$ cat config.mk
export PLATFORM = sky130hd
export DESIGN_NAME = lfis_top
export DESIGN_NICKNAME = d
export VERILOG_FILES = /design/src/design/lfis_pkg.sv /design/src/design/lfis_top.sv
export VERILOG_INCLUDE_DIRS = /design/src /design/src/design
export SDC_FILE = /design/constraint.sdc
export NUM_CORES = 1
export LEC_CHECK = 0
export BUFFER_PORTS_ARGS = -buffer_cell sky130_fd_sc_hd__buf_2
export CAP_MARGIN = 10
export CELL_PAD_IN_SITES_DETAIL_PLACEMENT = 0
export CELL_PAD_IN_SITES_GLOBAL_PLACEMENT = 1
export CORE_MARGIN = 3
export CORE_UTILIZATION = 38
export DETAILED_ROUTE_END_ITERATION = 10
export GPL_TIMING_DRIVEN = 0
export PLACE_DENSITY_LB_ADDON = 0.1
export SYNTH_ARGS = -nofsm -noshare
export SYNTH_HDL_FRONTEND = slang
export SYNTH_SLANG_ARGS = --single-unit
$ cat constraint.sdc
create_clock -name clk_sys -period 2.5 [get_ports clk_sys]
set_clock_uncertainty 0.15 [all_clocks]
set_input_delay 0.625 -clock clk_sys [delete_from_list [all_inputs] [get_ports clk_sys]]
set_output_delay 0.625 -clock clk_sys [all_outputs]
set_load 0.01 [all_outputs]
$ cat src/design/lfis_defines.svh
// Register offsets, field positions and reset values of the latched fault status bank
`ifndef LFIS_DEFINES_SVH
`define LFIS_DEFINES_SVH

// ------------------------------------------------------------
// Register offsets
// ------------------------------------------------------------
`define LFIS_ADDR_IRQ_CLOCK_PLL   8'h34
`define LFIS_ADDR_OUT_CH1         8'h38
`define LFIS_ADDR_OUT_CH2         8'h39
`define LFIS_ADDR_IRQ_HEADSET     8'h3a
`define LFIS_ADDR_IRQ_ANALOG      8'h3b

// ------------------------------------------------------------
// Field positions
// ------------------------------------------------------------
`define LFIS_BIT_CLK_ERR          7
`define LFIS_BIT_PLL_LOCK         6
`define LFIS_BIT_SC_POS           7
`define LFIS_BIT_SC_NEG           6
`define LFIS_BIT_VG_POS           5
`define LFIS_BIT_VG_NEG           4
`define LFIS_BIT_ADC1_MASK        3
`define LFIS_BIT_ADC2_MASK        2
`define LFIS_BIT_REG_MASK         1
`define LFIS_BIT_REG_SHORT        0
`define LFIS_BIT_HS_INSERT        3
`define LFIS_BIT_HS_REMOVE        2
`define LFIS_BIT_HS_BUTTON        1
`define LFIS_BIT_GPA_UP           7
`define LFIS_BIT_GPA_LOW          6
`define LFIS_BIT_VAD_UP           5
`define LFIS_BIT_VAD_DOWN         4

// ------------------------------------------------------------
// Reset values
// ------------------------------------------------------------
`define LFIS_RST_BYTE             8'h00
`define LFIS_RST_BIT              1'b0

`endif

$ cat src/design/lfis_pkg.sv
// Types shared by the latched fault status bank
package lfis_pkg;

    // One bit per fault or interrupt source; same layout for events, flags and masks
    typedef struct packed {
        logic clkErr;
        logic pllLock;
        logic ch1ScPos;
        logic ch1ScNeg;
        logic ch1VgPos;
        logic ch1VgNeg;
        logic ch2ScPos;
        logic ch2ScNeg;
        logic ch2VgPos;
        logic ch2VgNeg;
        logic regShort;
        logic hsInsert;
        logic hsRemove;
        logic hsButton;
        logic gpaUp;
        logic gpaLow;
        logic vadUp;
        logic vadDown;
    } lfis_evt_t;

    // Register access from the control-bus front end
    typedef struct packed {
        logic       rdEn;
        logic       wrEn;
        logic [7:0] addr;
        logic [7:0] wrData;
    } lfis_req_t;

    // Read answer, one cycle after the read request
    typedef struct packed {
        logic       valid;
        logic [7:0] data;
    } lfis_rsp_t;

endpackage : lfis_pkg

$ cat src/design/lfis_top.sv
// Latched fault and interrupt status bank with its three mask bits
`timescale 1ns/1ns
`include "lfis_defines.svh"

module lfis_top (
    input  wire logic                clk_sys,
    input  wire logic                rst_n,
    input  wire lfis_pkg::lfis_evt_t evtIn,
    input  wire lfis_pkg::lfis_evt_t srcMask,
    input  wire lfis_pkg::lfis_req_t req,
    output      lfis_pkg::lfis_rsp_t rsp_r,
    output      lfis_pkg::lfis_evt_t live_r,
    output      logic                faultIrq_r,
    output      logic                adcCh1OverloadMask_r,
    output      logic                adcCh2OverloadMask_r
);
    import lfis_pkg::*;

    // ------------------------------------------------------------
    // Reset release
    // ------------------------------------------------------------
    logic       rstMeta_r;
    logic       rstN;

    always_ff @(posedge clk_sys or negedge rst_n)
    begin
        if (!rst_n)
        begin
            rstMeta_r <= `LFIS_RST_BIT;
            rstN      <= `LFIS_RST_BIT;
        end
        else
        begin
            rstMeta_r <= 1'b1;
            rstN      <= rstMeta_r;
        end
    end

    // ------------------------------------------------------------
    // Source synchronisers
    // ------------------------------------------------------------
    // Detectors sit in the analog domain; the second stage doubles as the live copy
    lfis_evt_t  evtMeta_r;
    lfis_evt_t  evt;

    always_ff @(posedge clk_sys or negedge rstN)
    begin
        if (!rstN)
        begin
            evtMeta_r <= '0;
            live_r    <= '0;
        end
        else
        begin
            evtMeta_r <= evtIn;
            live_r    <= evtMeta_r;
        end
    end

    assign evt = live_r;

    // ------------------------------------------------------------
    // Read decode
    // ------------------------------------------------------------
    function automatic logic [7:0] readByte(
        input logic [7:0] addr,
        input lfis_evt_t  fl,
        input logic       m1,
        input logic       m2,
        input logic       mr
    );
        logic [7:0] b;
        b = `LFIS_RST_BYTE;
        case (addr)
            `LFIS_ADDR_IRQ_CLOCK_PLL:
            begin
                b[`LFIS_BIT_CLK_ERR]  = fl.clkErr;
                b[`LFIS_BIT_PLL_LOCK] = fl.pllLock;
            end
            `LFIS_ADDR_OUT_CH1:
            begin
                b[`LFIS_BIT_SC_POS]    = fl.ch1ScPos;
                b[`LFIS_BIT_SC_NEG]    = fl.ch1ScNeg;
                b[`LFIS_BIT_VG_POS]    = fl.ch1VgPos;
                b[`LFIS_BIT_VG_NEG]    = fl.ch1VgNeg;
                b[`LFIS_BIT_ADC1_MASK] = m1;
                b[`LFIS_BIT_ADC2_MASK] = m2;
            end
            `LFIS_ADDR_OUT_CH2:
            begin
                b[`LFIS_BIT_SC_POS]    = fl.ch2ScPos;
                b[`LFIS_BIT_SC_NEG]    = fl.ch2ScNeg;
                b[`LFIS_BIT_VG_POS]    = fl.ch2VgPos;
                b[`LFIS_BIT_VG_NEG]    = fl.ch2VgNeg;
                b[`LFIS_BIT_REG_MASK]  = mr;
                b[`LFIS_BIT_REG_SHORT] = fl.regShort;
            end
            `LFIS_ADDR_IRQ_HEADSET:
            begin
                b[`LFIS_BIT_HS_INSERT] = fl.hsInsert;
                b[`LFIS_BIT_HS_REMOVE] = fl.hsRemove;
                b[`LFIS_BIT_HS_BUTTON] = fl.hsButton;
            end
            `LFIS_ADDR_IRQ_ANALOG:
            begin
                b[`LFIS_BIT_GPA_UP]   = fl.gpaUp;
                b[`LFIS_BIT_GPA_LOW]  = fl.gpaLow;
                b[`LFIS_BIT_VAD_UP]   = fl.vadUp;
                b[`LFIS_BIT_VAD_DOWN] = fl.vadDown;
            end
            default:
            begin
                b = `LFIS_RST_BYTE;
            end
        endcase
        return b;
    endfunction : readByte

    // ------------------------------------------------------------
    // Latched flags, masks and read answer
    // ------------------------------------------------------------
    lfis_evt_t  latch_r;
    lfis_evt_t  latch_nxt;
    lfis_evt_t  clr;
    lfis_evt_t  effMask;
    logic       regShortMask_r;
    logic       regShortMask_nxt;
    logic       adc1_nxt;
    logic       adc2_nxt;
    logic       irq_nxt;
    lfis_rsp_t  rsp_nxt;
    logic       rd34;
    logic       rd38;
    logic       rd39;
    logic       rd3a;
    logic       rd3b;

    always_comb
    begin
        rd34 = req.rdEn && (req.addr == `LFIS_ADDR_IRQ_CLOCK_PLL);
        rd38 = req.rdEn && (req.addr == `LFIS_ADDR_OUT_CH1);
        rd39 = req.rdEn && (req.addr == `LFIS_ADDR_OUT_CH2);
        rd3a = req.rdEn && (req.addr == `LFIS_ADDR_IRQ_HEADSET);
        rd3b = req.rdEn && (req.addr == `LFIS_ADDR_IRQ_ANALOG);
        // A read clears only the flags of the register it returned
        clr          = '0;
        clr.clkErr   = rd34;
        clr.pllLock  = rd34;
        clr.ch1ScPos = rd38;
        clr.ch1ScNeg = rd38;
        clr.ch1VgPos = rd38;
        clr.ch1VgNeg = rd38;
        clr.ch2ScPos = rd39;
        clr.ch2ScNeg = rd39;
        clr.ch2VgPos = rd39;
        clr.ch2VgNeg = rd39;
        clr.regShort = rd39;
        clr.hsInsert = rd3a;
        clr.hsRemove = rd3a;
        clr.hsButton = rd3a;
        clr.gpaUp    = rd3b;
        clr.gpaLow   = rd3b;
        clr.vadUp    = rd3b;
        clr.vadDown  = rd3b;
        // Set wins over the clear so an event in the read cycle is never lost
        latch_nxt = evt | (latch_r & ~clr);
        // Only the three mask bits take writes; reserved and flag bits ignore them
        adc1_nxt         = adcCh1OverloadMask_r;
        adc2_nxt         = adcCh2OverloadMask_r;
        regShortMask_nxt = regShortMask_r;
        if (req.wrEn && (req.addr == `LFIS_ADDR_OUT_CH1))
        begin
            adc1_nxt = req.wrData[`LFIS_BIT_ADC1_MASK];
            adc2_nxt = req.wrData[`LFIS_BIT_ADC2_MASK];
        end
        if (req.wrEn && (req.addr == `LFIS_ADDR_OUT_CH2))
        begin
            regShortMask_nxt = req.wrData[`LFIS_BIT_REG_MASK];
        end
        effMask          = srcMask;
        effMask.regShort = regShortMask_r;
        irq_nxt          = |(latch_r & ~effMask);
        rsp_nxt.valid    = req.rdEn;
        rsp_nxt.data     = req.rdEn ? readByte(req.addr, latch_r, adcCh1OverloadMask_r,
                                               adcCh2OverloadMask_r, regShortMask_r)
                                    : `LFIS_RST_BYTE;
    end

    always_ff @(posedge clk_sys or negedge rstN)
    begin
        if (!rstN)
        begin
            latch_r              <= '0;
            adcCh1OverloadMask_r <= `LFIS_RST_BIT;
            adcCh2OverloadMask_r <= `LFIS_RST_BIT;
            regShortMask_r       <= `LFIS_RST_BIT;
            faultIrq_r           <= `LFIS_RST_BIT;
            rsp_r                <= '0;
        end
        else
        begin
            latch_r              <= latch_nxt;
            adcCh1OverloadMask_r <= adc1_nxt;
            adcCh2OverloadMask_r <= adc2_nxt;
            regShortMask_r       <= regShortMask_nxt;
            faultIrq_r           <= irq_nxt;
            rsp_r                <= rsp_nxt;
        end
    end

    // ------------------------------------------------------------
    // Checks
    // ------------------------------------------------------------
    clock_err_set_a : assert property (
        @(posedge clk_sys) disable iff (!rstN)
        evt.clkErr |=> latch_r.clkErr)
        else $error("Clock error event not latched");

    pll_hold_a : assert property (
        @(posedge clk_sys) disable iff (!rstN)
        latch_r.pllLock && !rd34 |=> latch_r.pllLock)
        else $error("PLL lock flag dropped without a read");

    ch1_short_read_a : assert property (
        @(posedge clk_sys) disable iff (!rstN)
        rd38 |=> rsp_r.valid && rsp_r.data[`LFIS_BIT_SC_POS] == $past(latch_r.ch1ScPos))
        else $error("Channel 1 short flag read back wrong");

    adc1_mask_write_a : assert property (
        @(posedge clk_sys) disable iff (!rstN)
        req.wrEn && req.addr == `LFIS_ADDR_OUT_CH1
        |=> adcCh1OverloadMask_r == $past(req.wrData[`LFIS_BIT_ADC1_MASK]))
        else $error("ADC channel 1 mask not written");

    reg_mask_write_a : assert property (
        @(posedge clk_sys) disable iff (!rstN)
        req.wrEn && req.addr == `LFIS_ADDR_OUT_CH2
        |=> regShortMask_r == $past(req.wrData[`LFIS_BIT_REG_MASK]))
        else $error("Regulator mask not written");

    headset_read_a : assert property (
        @(posedge clk_sys) disable iff (!rstN)
        rd3a |=> rsp_r.data[`LFIS_BIT_HS_INSERT] == $past(latch_r.hsInsert))
        else $error("Headset insert flag read back wrong");

    reserved_zero_a : assert property (
        @(posedge clk_sys) disable iff (!rstN)
        rd34 |=> rsp_r.data[5:0] == 6'h00)
        else $error("Reserved bits not zero");

    irq_gate_a : assert property (
        @(posedge clk_sys) disable iff (!rstN)
        latch_r.vadUp && !srcMask.vadUp |=> faultIrq_r)
        else $error("Unmasked flag did not raise the interrupt");

    read_clear_a : assert property (
        @(posedge clk_sys) disable iff (!rstN)
        rd3b && !evt.gpaUp |=> !latch_r.gpaUp && rsp_r.valid)
        else $error("Flag not cleared by its read");

    adc2_mask_write_a : assert property (
        @(posedge clk_sys) disable iff (!rstN)
        req.wrEn && req.addr == `LFIS_ADDR_OUT_CH1
        |=> adcCh2OverloadMask_r == $past(req.wrData[`LFIS_BIT_ADC2_MASK]))
        else $error("ADC channel 2 mask not written");

    ch2_short_read_a : assert property (
        @(posedge clk_sys) disable iff (!rstN)
        rd39 |=> rsp_r.valid && rsp_r.data[`LFIS_BIT_SC_POS] == $past(latch_r.ch2ScPos))
        else $error("Channel 2 short flag read back wrong");

    reg_short_read_a : assert property (
        @(posedge clk_sys) disable iff (!rstN)
        rd39 |=> rsp_r.data[`LFIS_BIT_REG_SHORT] == $past(latch_r.regShort))
        else $error("Regulator short flag read back wrong");

    vad_down_set_a : assert property (
        @(posedge clk_sys) disable iff (!rstN)
        evt.vadDown |=> latch_r.vadDown)
        else $error("Voice power-down event not latched");

    hs_reserved_zero_a : assert property (
        @(posedge clk_sys) disable iff (!rstN)
        rd3a |=> rsp_r.data[7:4] == 4'h0)
        else $error("Headset reserved bits not zero");

    irq_quiet_a : assert property (
        @(posedge clk_sys) disable iff (!rstN)
        latch_r == '0 |=> !faultIrq_r)
        else $error("Interrupt raised with no flag latched");

endmodule : lfis_top

Word level (Yosys, flattened, before mapping)
Cells that the tools add are included.
{"block": "op_classes", "eq_ne": 5, "bitwise": 5, "n_reduce_logical": 8, "mux": 6}
{"operator": "equality test 8 x 6 -> 1 bit (second input constant)", "n": 5}
{"operator": "bitwise AND 18 bit", "n": 2}
{"operator": "inverter 18 bit", "n": 2}
{"operator": "OR 18 bit", "n": 1}
{"operator": "OR reduction 18 bit", "n": 1}
{"operator": "2-to-1 mux 8 bit", "n": 1}
{"operator": "one-hot mux 2 bit (4 select lines)", "n": 1}
{"operator": "logical AND 1 bit", "n": 7}
{"operator": "one-hot mux 2 bit (3 select lines)", "n": 1}
{"operator": "one-hot mux 2 bit (2 select lines)", "n": 1}
{"operator": "one-hot mux 1 bit (2 select lines)", "n": 1}
{"operator": "2-to-1 mux 1 bit", "n": 1}
{"block": "word_totals", "register_bits": 69, "word_cells": 86, "out_inout_bits": 30, "in_bits": 56}

Depth between registers and ports, before layout
Gate-level depths: netlist (run 1).
{"block": "depth", "word_depth": 5, "depth_mapped": 5, "mapped_depth_nobuf": 4}

Least setup slack after synthesis (run 1)
OpenSTA, ideal clock, no wires.
{"block": "synth_timing", "path_kind": "input-to-reg", "startpoint": "in req[14] (netlist name)", "endpoint": "reg latch_r[10] (netlist name)", "required_time_ps": 2232, "arrival_time_ps": 1752, "path_buffers": 1, "slack_ps": 480, "path_stages": 5, "setup_time_ps": 118, "cell_sequence": "and4bb_4 -> nand3_4 -> or3b_1 -> buf_6 -> a21o_1"}
{"element": "from (decl)", "line_no": "lfis_top.sv:10", "source": "input wire lfis_pkg::lfis_req_t req,"}
{"element": "to (signal assigned)", "line_no": "lfis_top.sv:202", "source": "latch_r <= latch_nxt;"}
{"element": "to (decl)", "line_no": "lfis_top.sv:122", "source": "lfis_evt_t latch_r;"}

==> results_dict.tcl, run 1 <==
set metrics [dict create \
    die_y_um 84.62 \
    cp_cell_sequence "buf_2 -> and2b_1 -> nand3_4 -> or3b_1 -> buf_6 -> a21o_1" \
    path_delay_family "simple AND/OR/NAND/NOR gates" \
    core_area_um2 5956 \
    yosys.cell_count.top_type "dfrtp_1" \
    min_period_ns 1.860 \
    postRouteAntennaNets 0 \
    grt_pass1_wl_mm 7.907 \
    slew_headroom_pct 45.00 \
    slowest_stage "or3b_1" \
    pre_cts_slack_ns 0.2926 \
    dieArea_um2 7160 \
    layout_setup_ws_ns 0.6399 \
    synth_common_cells "69 x dfrtp_1, 17 x a21o_1, 12 x inv_1" \
    end_kind "register" \
    synth-simple-area-share_pct 9.270 \
    crit_buf_inv 2 \
    routed_wl_mm 4.789 \
    synth_top_family_by_area "compound AO/OA/AOI/OAI gates" \
    drtIter0Drc 54 \
    worstHoldPathCells 0 \
    synth_xor_area_share_pct 0 \
    avgSynthCellArea_um2 14.50 \
    post-route-drc-count 0 \
    hold_path.class "reg2reg" \
    crit_type "in2reg" \
    synth_adder_area_share_pct 0 \
    synth_area_um2 2349 \
    yosysWarningCount 0 \
    yosysUniqueCellTypes 32 \
    worstReg2RegEnd "faultIrq_r" \
    synth-main-ff-cell "dfrtp_1" \
    track_usage_pct 14.86 \
    netlist_instances 162 \
    area_growth_pct 30.85 \
    cp_max_fo 7 \
    ys_seq_area_share_pct 73.52 \
    min_from "evtMeta_r[11]" \
    clock-sinks 69 \
    synth_compound_area_share_pct 11.56 \
    rows 28 \
    yosysTopAreaCellShare_pct 73.52 \
    slowest_delay_ns 0.41 \
    post-cts-setup-buffers 0 \
    peakVddDrop_uv 497.0 \
    p_leak_nw 1.504 \
    num_vias 1518 \
    drive_gt1_share_pct 41.09 \
    async_flop_share_pct 100.0 \
    power_w 0.002274 \
    cts_inserted_buffers 9 \
    fin_nets 309 \
    io_pins 86 \
    clk-insertion-delay-late_ns 0.34 \
    crit_path_start_kind "input pin" \
    cts_root_buffer "clkbuf_8" \
    rsz0062_at_grt "false" \
    ys_ff_latch 69 \
    reg2reg_slack_ns 1.02 \
    dp_hpwl_mm 3.518 \
    min_to "live_r[11]" \
    worst_pin_slew_ns 0.8251 \
    synth.area.mux_share_pct 2.770 \
    grt_max_degree 68 \
    antenna_found_initial 0 \
    worstPathRequired_ns 2.59 \
    h-tree-depth 3 \
    drv_cap 0 \
    drt-wirelength-per-cell_um 14.38 \
    critPathArrivalTime_ns 1.95 \
    hold_buffers 1 \
    ctsResizeCount 0 \
    synth_nets 218 \
    cts_tree "built" \
    yosys-top-cells-area "dfrtp_1 74%, a21o_1 5.4%, nand2b_1 2.1%" \
    finalMaxSlewViolations 0 \
    fin_crit_sh_pct 74.40 \
    setup_viol 0 \
    hold_viol 0 \
    grt_pass1_vias 1631 \
    diodes 0 \
    clk_path_buf_depth 2 \
    synth_edf_count 0 \
    r2r-start "latch_r[15]" \
    clkTransAtPathRegs_ns 0.08 \
    reg2reg_depth 4 \
    start_util_pct 39.43 \
    p_per_area_nw_per_um2 740.2 \
    grt-ovfl-total 0 \
    max_freq_mhz 537.6 \
    place_congestion 0.7384 \
    vias_per_cell 4.559 \
    dieWidth_um 84.62 \
    port_buffers 79 \
    firstDrtPassIters 4 \
    synth.largest_area_cell "dfrtp_1" \
    status "complete, no violations" \
]
==> layer usage <==
layer	wire, um	vias to the layer above	share of wire, %	track usage (%)
met3	317	7	6.6	6.281
met2	2352	49	49	23.63
met5	0	-	0	0
li1	-	740	-	-
met4	80	0	1.7	6.043
met1	2039	722	43	17.88
==> flip-flops by register name, summed over array words and instances (netlist names) <==
signal	flops
adcCh1OverloadMask_r	1
faultIrq_r	1
rstN	1
live_r	18
rsp_r	9
regShortMask_r	1
adcCh2OverloadMask_r	1
evtMeta_r	18
rstMeta_r	1
latch_r	18
==> logic make-up (layout without fill, tap and decap cells) <==
group                  after synthesis  count (layout)
flip-flops                          69              69
AO/OA/AOI/OAI                       36              36
AND/OR/NAND/NOR                     35              35
buffers and inverters               15             111
multiplexers                         6               6
other                                1               1
==> worst max path at each step <==
stage                       start                    to  slack (ns)  depth (start not counted)
after floorplan              rstN  adcCh1OverloadMask_r        0.29                          0
after global placement       rstN          evtMeta_r[5]       -0.44                          0
after detailed placement  req[10]            latch_r[9]        0.29                          6
after CTS                 req[10]            latch_r[9]        0.66                          6
after global routing      req[10]            latch_r[7]        0.57                          6
final                     req[10]            latch_r[9]        0.64                          6
==> placed cells by master (no fill, tap or decap), drive strengths merged <==
cell type    count
a21o            17
a221oi           1
a22o             4
a22oi            2
a31oi            2
and2             1
and2b            1
and3             2
and4bb           1
buf             80
bufinv           2
clkbuf          12
clkinv           1
clkinvlp         1
conb             1
dfrtp           69
dlygate4sd3      1
inv             14
mux2             4
mux2i            2
nand2            2
nand2b           8
nand3            3
nand3b           1
nand4            1
nor2             9
nor2b            2
nor3             1
nor4             1
o2111ai          4
o21ai            1
o21bai           1
o22ai            4
or2              1
or3b             1
==> cell type report <==
class                      instances  area (um2)
tap                               75       93.84
sequential                        69        1730
fill                             586        2883
inverter                          12       45.04
clock inverter                     6       93.84
multi-input combinational         78       558.0
clock buffer                      10       127.6
buffer                             3       18.77
timing repair buffer              80       405.4
==> power breakdown <==
part | internal, W | leakage [nW] | switching, W
combinational | 0.0000559 | 0.624 | 0.0000458
sequential | 0.00115 | 0.773 | 0.0000336
clock | 0.000570 | 0.107 | 0.000418
total | 0.00178 | 1.50 | 0.000498
==> stage by stage <==
step | util (%) | hold WS [ns] | instances | area, um2 | TNS (ns)
2_1_floorplan | - | 0.1794 | 162 | 2349 | 0
3_3_place_gp | 47.65 | 0.1821 | 316 | 2838 | -29.20
3_5_place_dp | 47.71 | 0.1847 | 316 | 2841 | 0
4_1_cts | 51.60 | 0.2011 | 333 | 3073 | 0
5_1_grt | 51.60 | 0.2045 | 333 | 3073 | 0
6_report | 51.60 | 0.2004 | 333 | 3073 | 0
==> worst reg2reg max path, cell delays in order, from the launching register on <==
cell,delay [ns]
dfrtp_1,0.40
nand2b_1,0.11
o2111ai_1,0.12
nor4_1,0.39
o2111ai_1,0.17
Power figures use the tool's default switching activity.
==> inputs of run 2 (changes only) <==
Settings changed: ABC_AREA from default to 1, CORE_UTILIZATION 38 to 34.
Clock period 2.5 ns to 1.7 ns, I/O delays scaled along.
==> results_dict.tcl, run 2 <==
set metrics [dict create \
    cts_root_buffer "clkbuf_8" \
    max_freq_mhz 691.9 \
    crit_buf_inv 1 \
    cts_tree "built" \
    start_util_pct 36.06 \
    crit_type "reg2out" \
    avgSynthCellArea_um2 11.45 \
    die_y_um 92.28 \
    worstPathRequired_ns 1.12 \
    rows 30 \
    yosysTopAreaCellShare_pct 68.22 \
    area_growth_pct 27.58 \
    status "complete, no violations" \
    finalMaxSlewViolations 0 \
    synth_edf_count 0 \
    yosysUniqueCellTypes 22 \
    place_congestion 0.7844 \
    io_pins 86 \
    grt-ovfl-total 0 \
    post-cts-setup-buffers 0 \
    ys_ff_latch 69 \
    drive_gt1_share_pct 37.22 \
    drtIter0Drc 80 \
    p_int_w 0.002312 \
    cp_max_fo 3 \
    p_per_area_nw_per_um2 943.6 \
    slowest_delay_ns 0.40 \
    p_seq_share_pct 57.1 \
    routed_wl_mm 5.064 \
    worst_pin_slew_ns 0.8303 \
    clk-insertion-delay-late_ns 0.33 \
    grt_pass1_vias 1915 \
    yosys.cell_count.top_type "dfrtp_1" \
    largestRegisters "evtMeta_r: 18 flops, latch_r: 18 flops, live_r: 18 flops" \
    async_flop_share_pct 100.0 \
    cp_cell_sequence "buf_2" \
    drv_cap 0 \
    clk_path_buf_depth 2 \
    synth_common_cells "69 x dfrtp_1, 35 x inv_1, 34 x nand2_1" \
    swShare_pct 24.11 \
    end_kind "output port" \
    final_cell_mix "79 x buf_2, 68 x dfrtp_1, 35 x inv_1, 34 x nand2_1, 16 x nor2_1" \
    dieArea_um2 8516 \
    hold_path.class "in2reg" \
    dieWidth_um 92.28 \
    cts_inserted_buffers 9 \
    crit_path_start_kind "register" \
    drt-wirelength-per-cell_um 12.26 \
    combPwrFrac_pct 5.6 \
    final_common_cell "buf_2" \
    clkTransAtPathRegs_ns 0.07 \
    clock-sinks 69 \
    fin_crit_sh_pct 85.02 \
    dp_hpwl_mm 3.776 \
    placed_area_um2 3050 \
    peakVddDrop_uv 511.8 \
    ys_seq_area_share_pct 68.22 \
    diodes 0 \
    yosys-top-cells-area "dfrtp_1 68%, inv_1 5.2%, nand2_1 5.0%" \
    power.switching_w 0.0007348 \
    netlist_instances 221 \
    critPathArrivalTime_ns 0.87 \
    grt_pass1_wl_mm 8.825 \
    synth_area_um2 2531 \
    synth_nets 277 \
    pwr-share-clk_pct 37.2 \
    num_vias 1722 \
    grt_max_degree 68 \
    antenna_found_initial 0 \
    fin_nets 368 \
    port_buffers 79 \
    rsz0062_at_grt "false" \
    post-route-drc-count 0 \
    slew_headroom_pct 44.65 \
    path_delay_family "flip-flops" \
    h-tree-depth 3 \
    core_area_um2 7019 \
    power_w 0.003047 \
    layout_setup_ws_ns 0.2546 \
    vias_per_cell 4.169 \
    synth-main-ff-cell "dfrtp_1" \
    p_leak_nw 1.825 \
    min_period_ns 1.445 \
    yosysWarningCount 0 \
    pre_cts_slack_ns 0.05204 \
    hold_viol 0 \
    slowest_stage "dfrtp_1" \
    synth.largest_area_cell "dfrtp_1" \
    postRouteAntennaNets 0 \
    track_usage_pct 13.58 \
    setup_viol 0 \
    firstDrtPassIters 4 \
    final_area_um2 3229 \
]
[run 2: cell count changes after synthesis, sizes merged, moves of 4 or more]
cell / change
nor2: +15
nand3: +11
mux2: -4
nand2b: -8
o21bai: +14
a22o: -4
o21ai: +4
inv: +26
a21o: -17
nand2: +40
[run 2: layout make-up]
| type | instances | area, um2 |
|---|---|---|
| Timing Repair Buffer | 80 | 405.4 |
| Multi-Input combinational cell | 113 | 650.6 |
| Fill cell | 705 | 3790 |
| Tap cell | 96 | 120.1 |
| Clock inverter | 5 | 37.54 |
| Sequential cell | 69 | 1730 |
| Buffer | 1 | 11.26 |
| Clock buffer | 11 | 131.4 |
| Inverter | 38 | 142.6 |
[run 2: power groups by stage]
| stage | Sequential [W] | Clock, W | Combinational (W) |
|---|---|---|---|
| after CTS | 0.00174 | 0.00119 | 0.000175 |
| after global placement | 0.00177 | 0 | 0.000171 |
| after detailed placement | 0.00178 | 0 | 0.000173 |
| after global routing | 0.00175 | 0.00128 | 0.000193 |
| final | 0.00174 | 0.00113 | 0.000172 |
| after floorplan | 0.00178 | 0 | 0.0000607 |
[run 2: cell families (layout without fill, tap and decap cells)]
family / Yosys count / count (layout) / share of synthesized area (%)
and+or+nand+nor: 85 / 85 / 18.04
DFF: 69 / 69 / 68.22
buffers and inverters: 39 / 135 / 6.080
AOI/OAI and AO/OA: 27 / 27 / 7.513
other: 1 / 1 / 0.1482
[run 2: repair_timing]
| item | CTS | global route |
|---|---|---|
| endpoints found under the hold margin | 2 | 0 |
| resized for setup | 0 | 0 |
| hold buffers | 1 | 0 |
[run 2: path summary, 6_finish.rpt]
check | from | endpoint | slack (ns) | depth (start not counted)
setup / recovery | adcCh1OverloadMask_r | adcCh1OverloadMask_r | 0.25 | 1
hold / removal | evtIn[4] | evtMeta_r[4] | 0.04 | 1
setup reg to reg | latch_r[8] | faultIrq_r | 0.39 | 5
hold reg to reg | evtMeta_r[10] | live_r[10] | 0.19 | 0
max in group asynchronous | rstN | rsp_r[3] | 0.57 | 0
min in group asynchronous | rst_n | rstN | 0.25 | 2
[run 2: per-layer routing]
layer	track usage, %	part of all wire, %	vias to the layer above
met4	4.084	1.0	0
li1	-	-	872
met3	5.742	6.8	9
met5	0	0	-
met1	17.43	47	789
met2	20.92	45	52
[run 2: per-stage QoR]
step	TNS (ns)	util [%]	std cells	hold WS (ns)
2_1_floorplan	0	-	221	-0.02059
3_3_place_gp	-1.843	43.42	396	0.06043
3_5_place_dp	0	43.46	396	0.06308
4_1_cts	0	46.01	413	0.01549
5_1_grt	0	46.01	413	0.01032
6_report	0	46.01	413	0.04177
==> inputs of run 3 (changes only) <==
Settings changed: CORE_UTILIZATION 34 to 31.
==> results_dict.tcl, run 3 (same netlist as run 2, synthesis figures left out) <==
set metrics [dict create \
    post-route-drc-count 0 \
    postRouteAntennaNets 0 \
    critPathArrivalTime_ns 0.89 \
    ctsResizeCount 0 \
    dieArea_um2 9285 \
    rsz0062_at_grt "false" \
    min_from "evtIn[2]" \
    crit_path_start_kind "register" \
    crit_type "reg2out" \
    area_growth_pct 31.39 \
    grt_max_degree 68 \
    min_period_ns 1.463 \
    hold_path.class "in2reg" \
    clk-insertion-delay-late_ns 0.34 \
    routed_wl_mm 5.407 \
    place_congestion 0.7131 \
    r2r-start "latch_r[8]" \
    clk_path_buf_depth 2 \
    drtIter0Drc 74 \
    core_area_um2 7807 \
    fin_crit_sh_pct 86.05 \
    clkTransAtPathRegs_ns 0.08 \
    cp_max_fo 3 \
    num_vias 1753 \
    drt-wirelength-per-cell_um 12.90 \
    drv_cap 0 \
    port_buffers 79 \
    cts_tree "built" \
    reg2reg_depth 5 \
    fill_cells 785 \
    worstHoldPathCells 1 \
    largestRegisters "evtMeta_r: 18 flops, latch_r: 18 flops, live_r: 18 flops" \
    drive_gt1_share_pct 37.85 \
    cts_inserted_buffers 9 \
    vias_per_cell 4.184 \
    dieWidth_um 96.36 \
    slowest_stage "dfrtp_1" \
    setup_viol 0 \
    cts_root_buffer "clkbuf_8" \
    slowest_delay_ns 0.40 \
    crit_buf_inv 1 \
    cp_cell_sequence "buf_2" \
    grt-ovfl-total 0 \
    fin_tns_setup_ns 0 \
    worstReg2RegEnd "faultIrq_r" \
    dp_hpwl_mm 4.038 \
    clock-sinks 69 \
    reg2reg_slack_ns 0.38 \
    worstPathRequired_ns 1.12 \
    crit_path_end "adcCh1OverloadMask_r" \
    cp.depth 1 \
    multi_input_area_um2 650.6 \
    antenna_found_initial 0 \
    io_pins 86 \
    finalMaxSlewViolations 0 \
    track_usage_pct 12.53 \
    grt_pass1_wl_mm 8.404 \
    p_leak_nw 1.871 \
    slew_headroom_pct 43.70 \
    hold_viol 0 \
    firstDrtPassIters 4 \
    pre_cts_slack_ns 0.04427 \
    rows 32 \
    p_per_area_nw_per_um2 1083 \
    grt_pass1_vias 1717 \
    end_kind "output port" \
    critPathLaunch "adcCh1OverloadMask_r" \
    h-tree-depth 3 \
    finalHoldWorstSlack_ns 0.03567 \
    max_freq_mhz 683.6 \
    peakVddDrop_uv 494.6 \
    final_cell_mix "79 x buf_2, 68 x dfrtp_1, 35 x inv_1, 34 x nand2_1, 16 x nor2_1" \
    final-seq-area_um2 1730 \
    diodes 0 \
    die_y_um 96.36 \
    start_util_pct 32.42 \
    post-cts-setup-buffers 0 \
    worst_pin_slew_ns 0.8445 \
    layout_setup_ws_ns 0.2371 \
    fin_nets 368 \
    final_common_cell "buf_2" \
    status "complete, no violations" \
    path_delay_family "flip-flops" \
]
==> run 3: cell types whose count changed in the layout (fill, tap and decap cells not counted) <==
cell        previous run  this run
clkbuf_1               2         0
bufinv_16              0         3
inv_6                  1         0
clkinv_2               1         0
clkbuf_8               9        11
clkinvlp_4             2         1
==> run 3: power breakdown <==
| part | internal, W | total, W | switching (W) |
|---|---|---|---|
| Combinational | 0.0000844 | 0.000171 | 0.0000870 |
| Clock | 0.00106 | 0.00169 | 0.000633 |
| Sequential | 0.00169 | 0.00174 | 0.0000479 |
| Total | 0.00283 | 0.00360 | 0.000768 |
==> run 3: area by class of cell <==
class                   instances  area share [%]
clock buffers                  11           4.552
inverters                      38           4.289
clock inverters                 5           3.198
repair buffers                 80           12.19
flip-flops and latches         69           52.03
plain buffers                   1          0.3386
multi-input cells             113           19.56
well taps                     102           3.837
==> run 3: worst min path at each step <==
stage | endpoint
finish | evtMeta_r[2]
global route | evtMeta_r[4]
CTS | evtMeta_r[2]
floorplan | rstMeta_r
global placement | rstMeta_r
detailed placement | rstMeta_r
==> run 3: layer usage <==
layer / routed length (um) / global-route usage (%)
met4: 97 / 6.659
met5: 0 / 0
met1: 2382 / 16.63
met3: 358 / 3.518
met2: 2568 / 18.52
==> run 3: timing repair <==
| item | 4_1_cts | 5_1_grt |
|---|---|---|
| hold endpoints to repair | 2 | 0 |
| endpoints found under the setup margin | 0 | 0 |
| hold buffers | 1 | 0 |
==> run 3: stage by stage <==
step | utilization [%] | total power (W) | cell area, um2 | std cells
floorplan | - | 0.001838 | 2532 | 221
global route | 42.60 | 0.003748 | 3326 | 419
finish | 42.60 | 0.003602 | 3326 | 419
global placement | 39.13 | 0.001947 | 3055 | 402
detailed placement | 39.17 | 0.001951 | 3058 | 402
CTS | 42.60 | 0.003651 | 3326 | 419
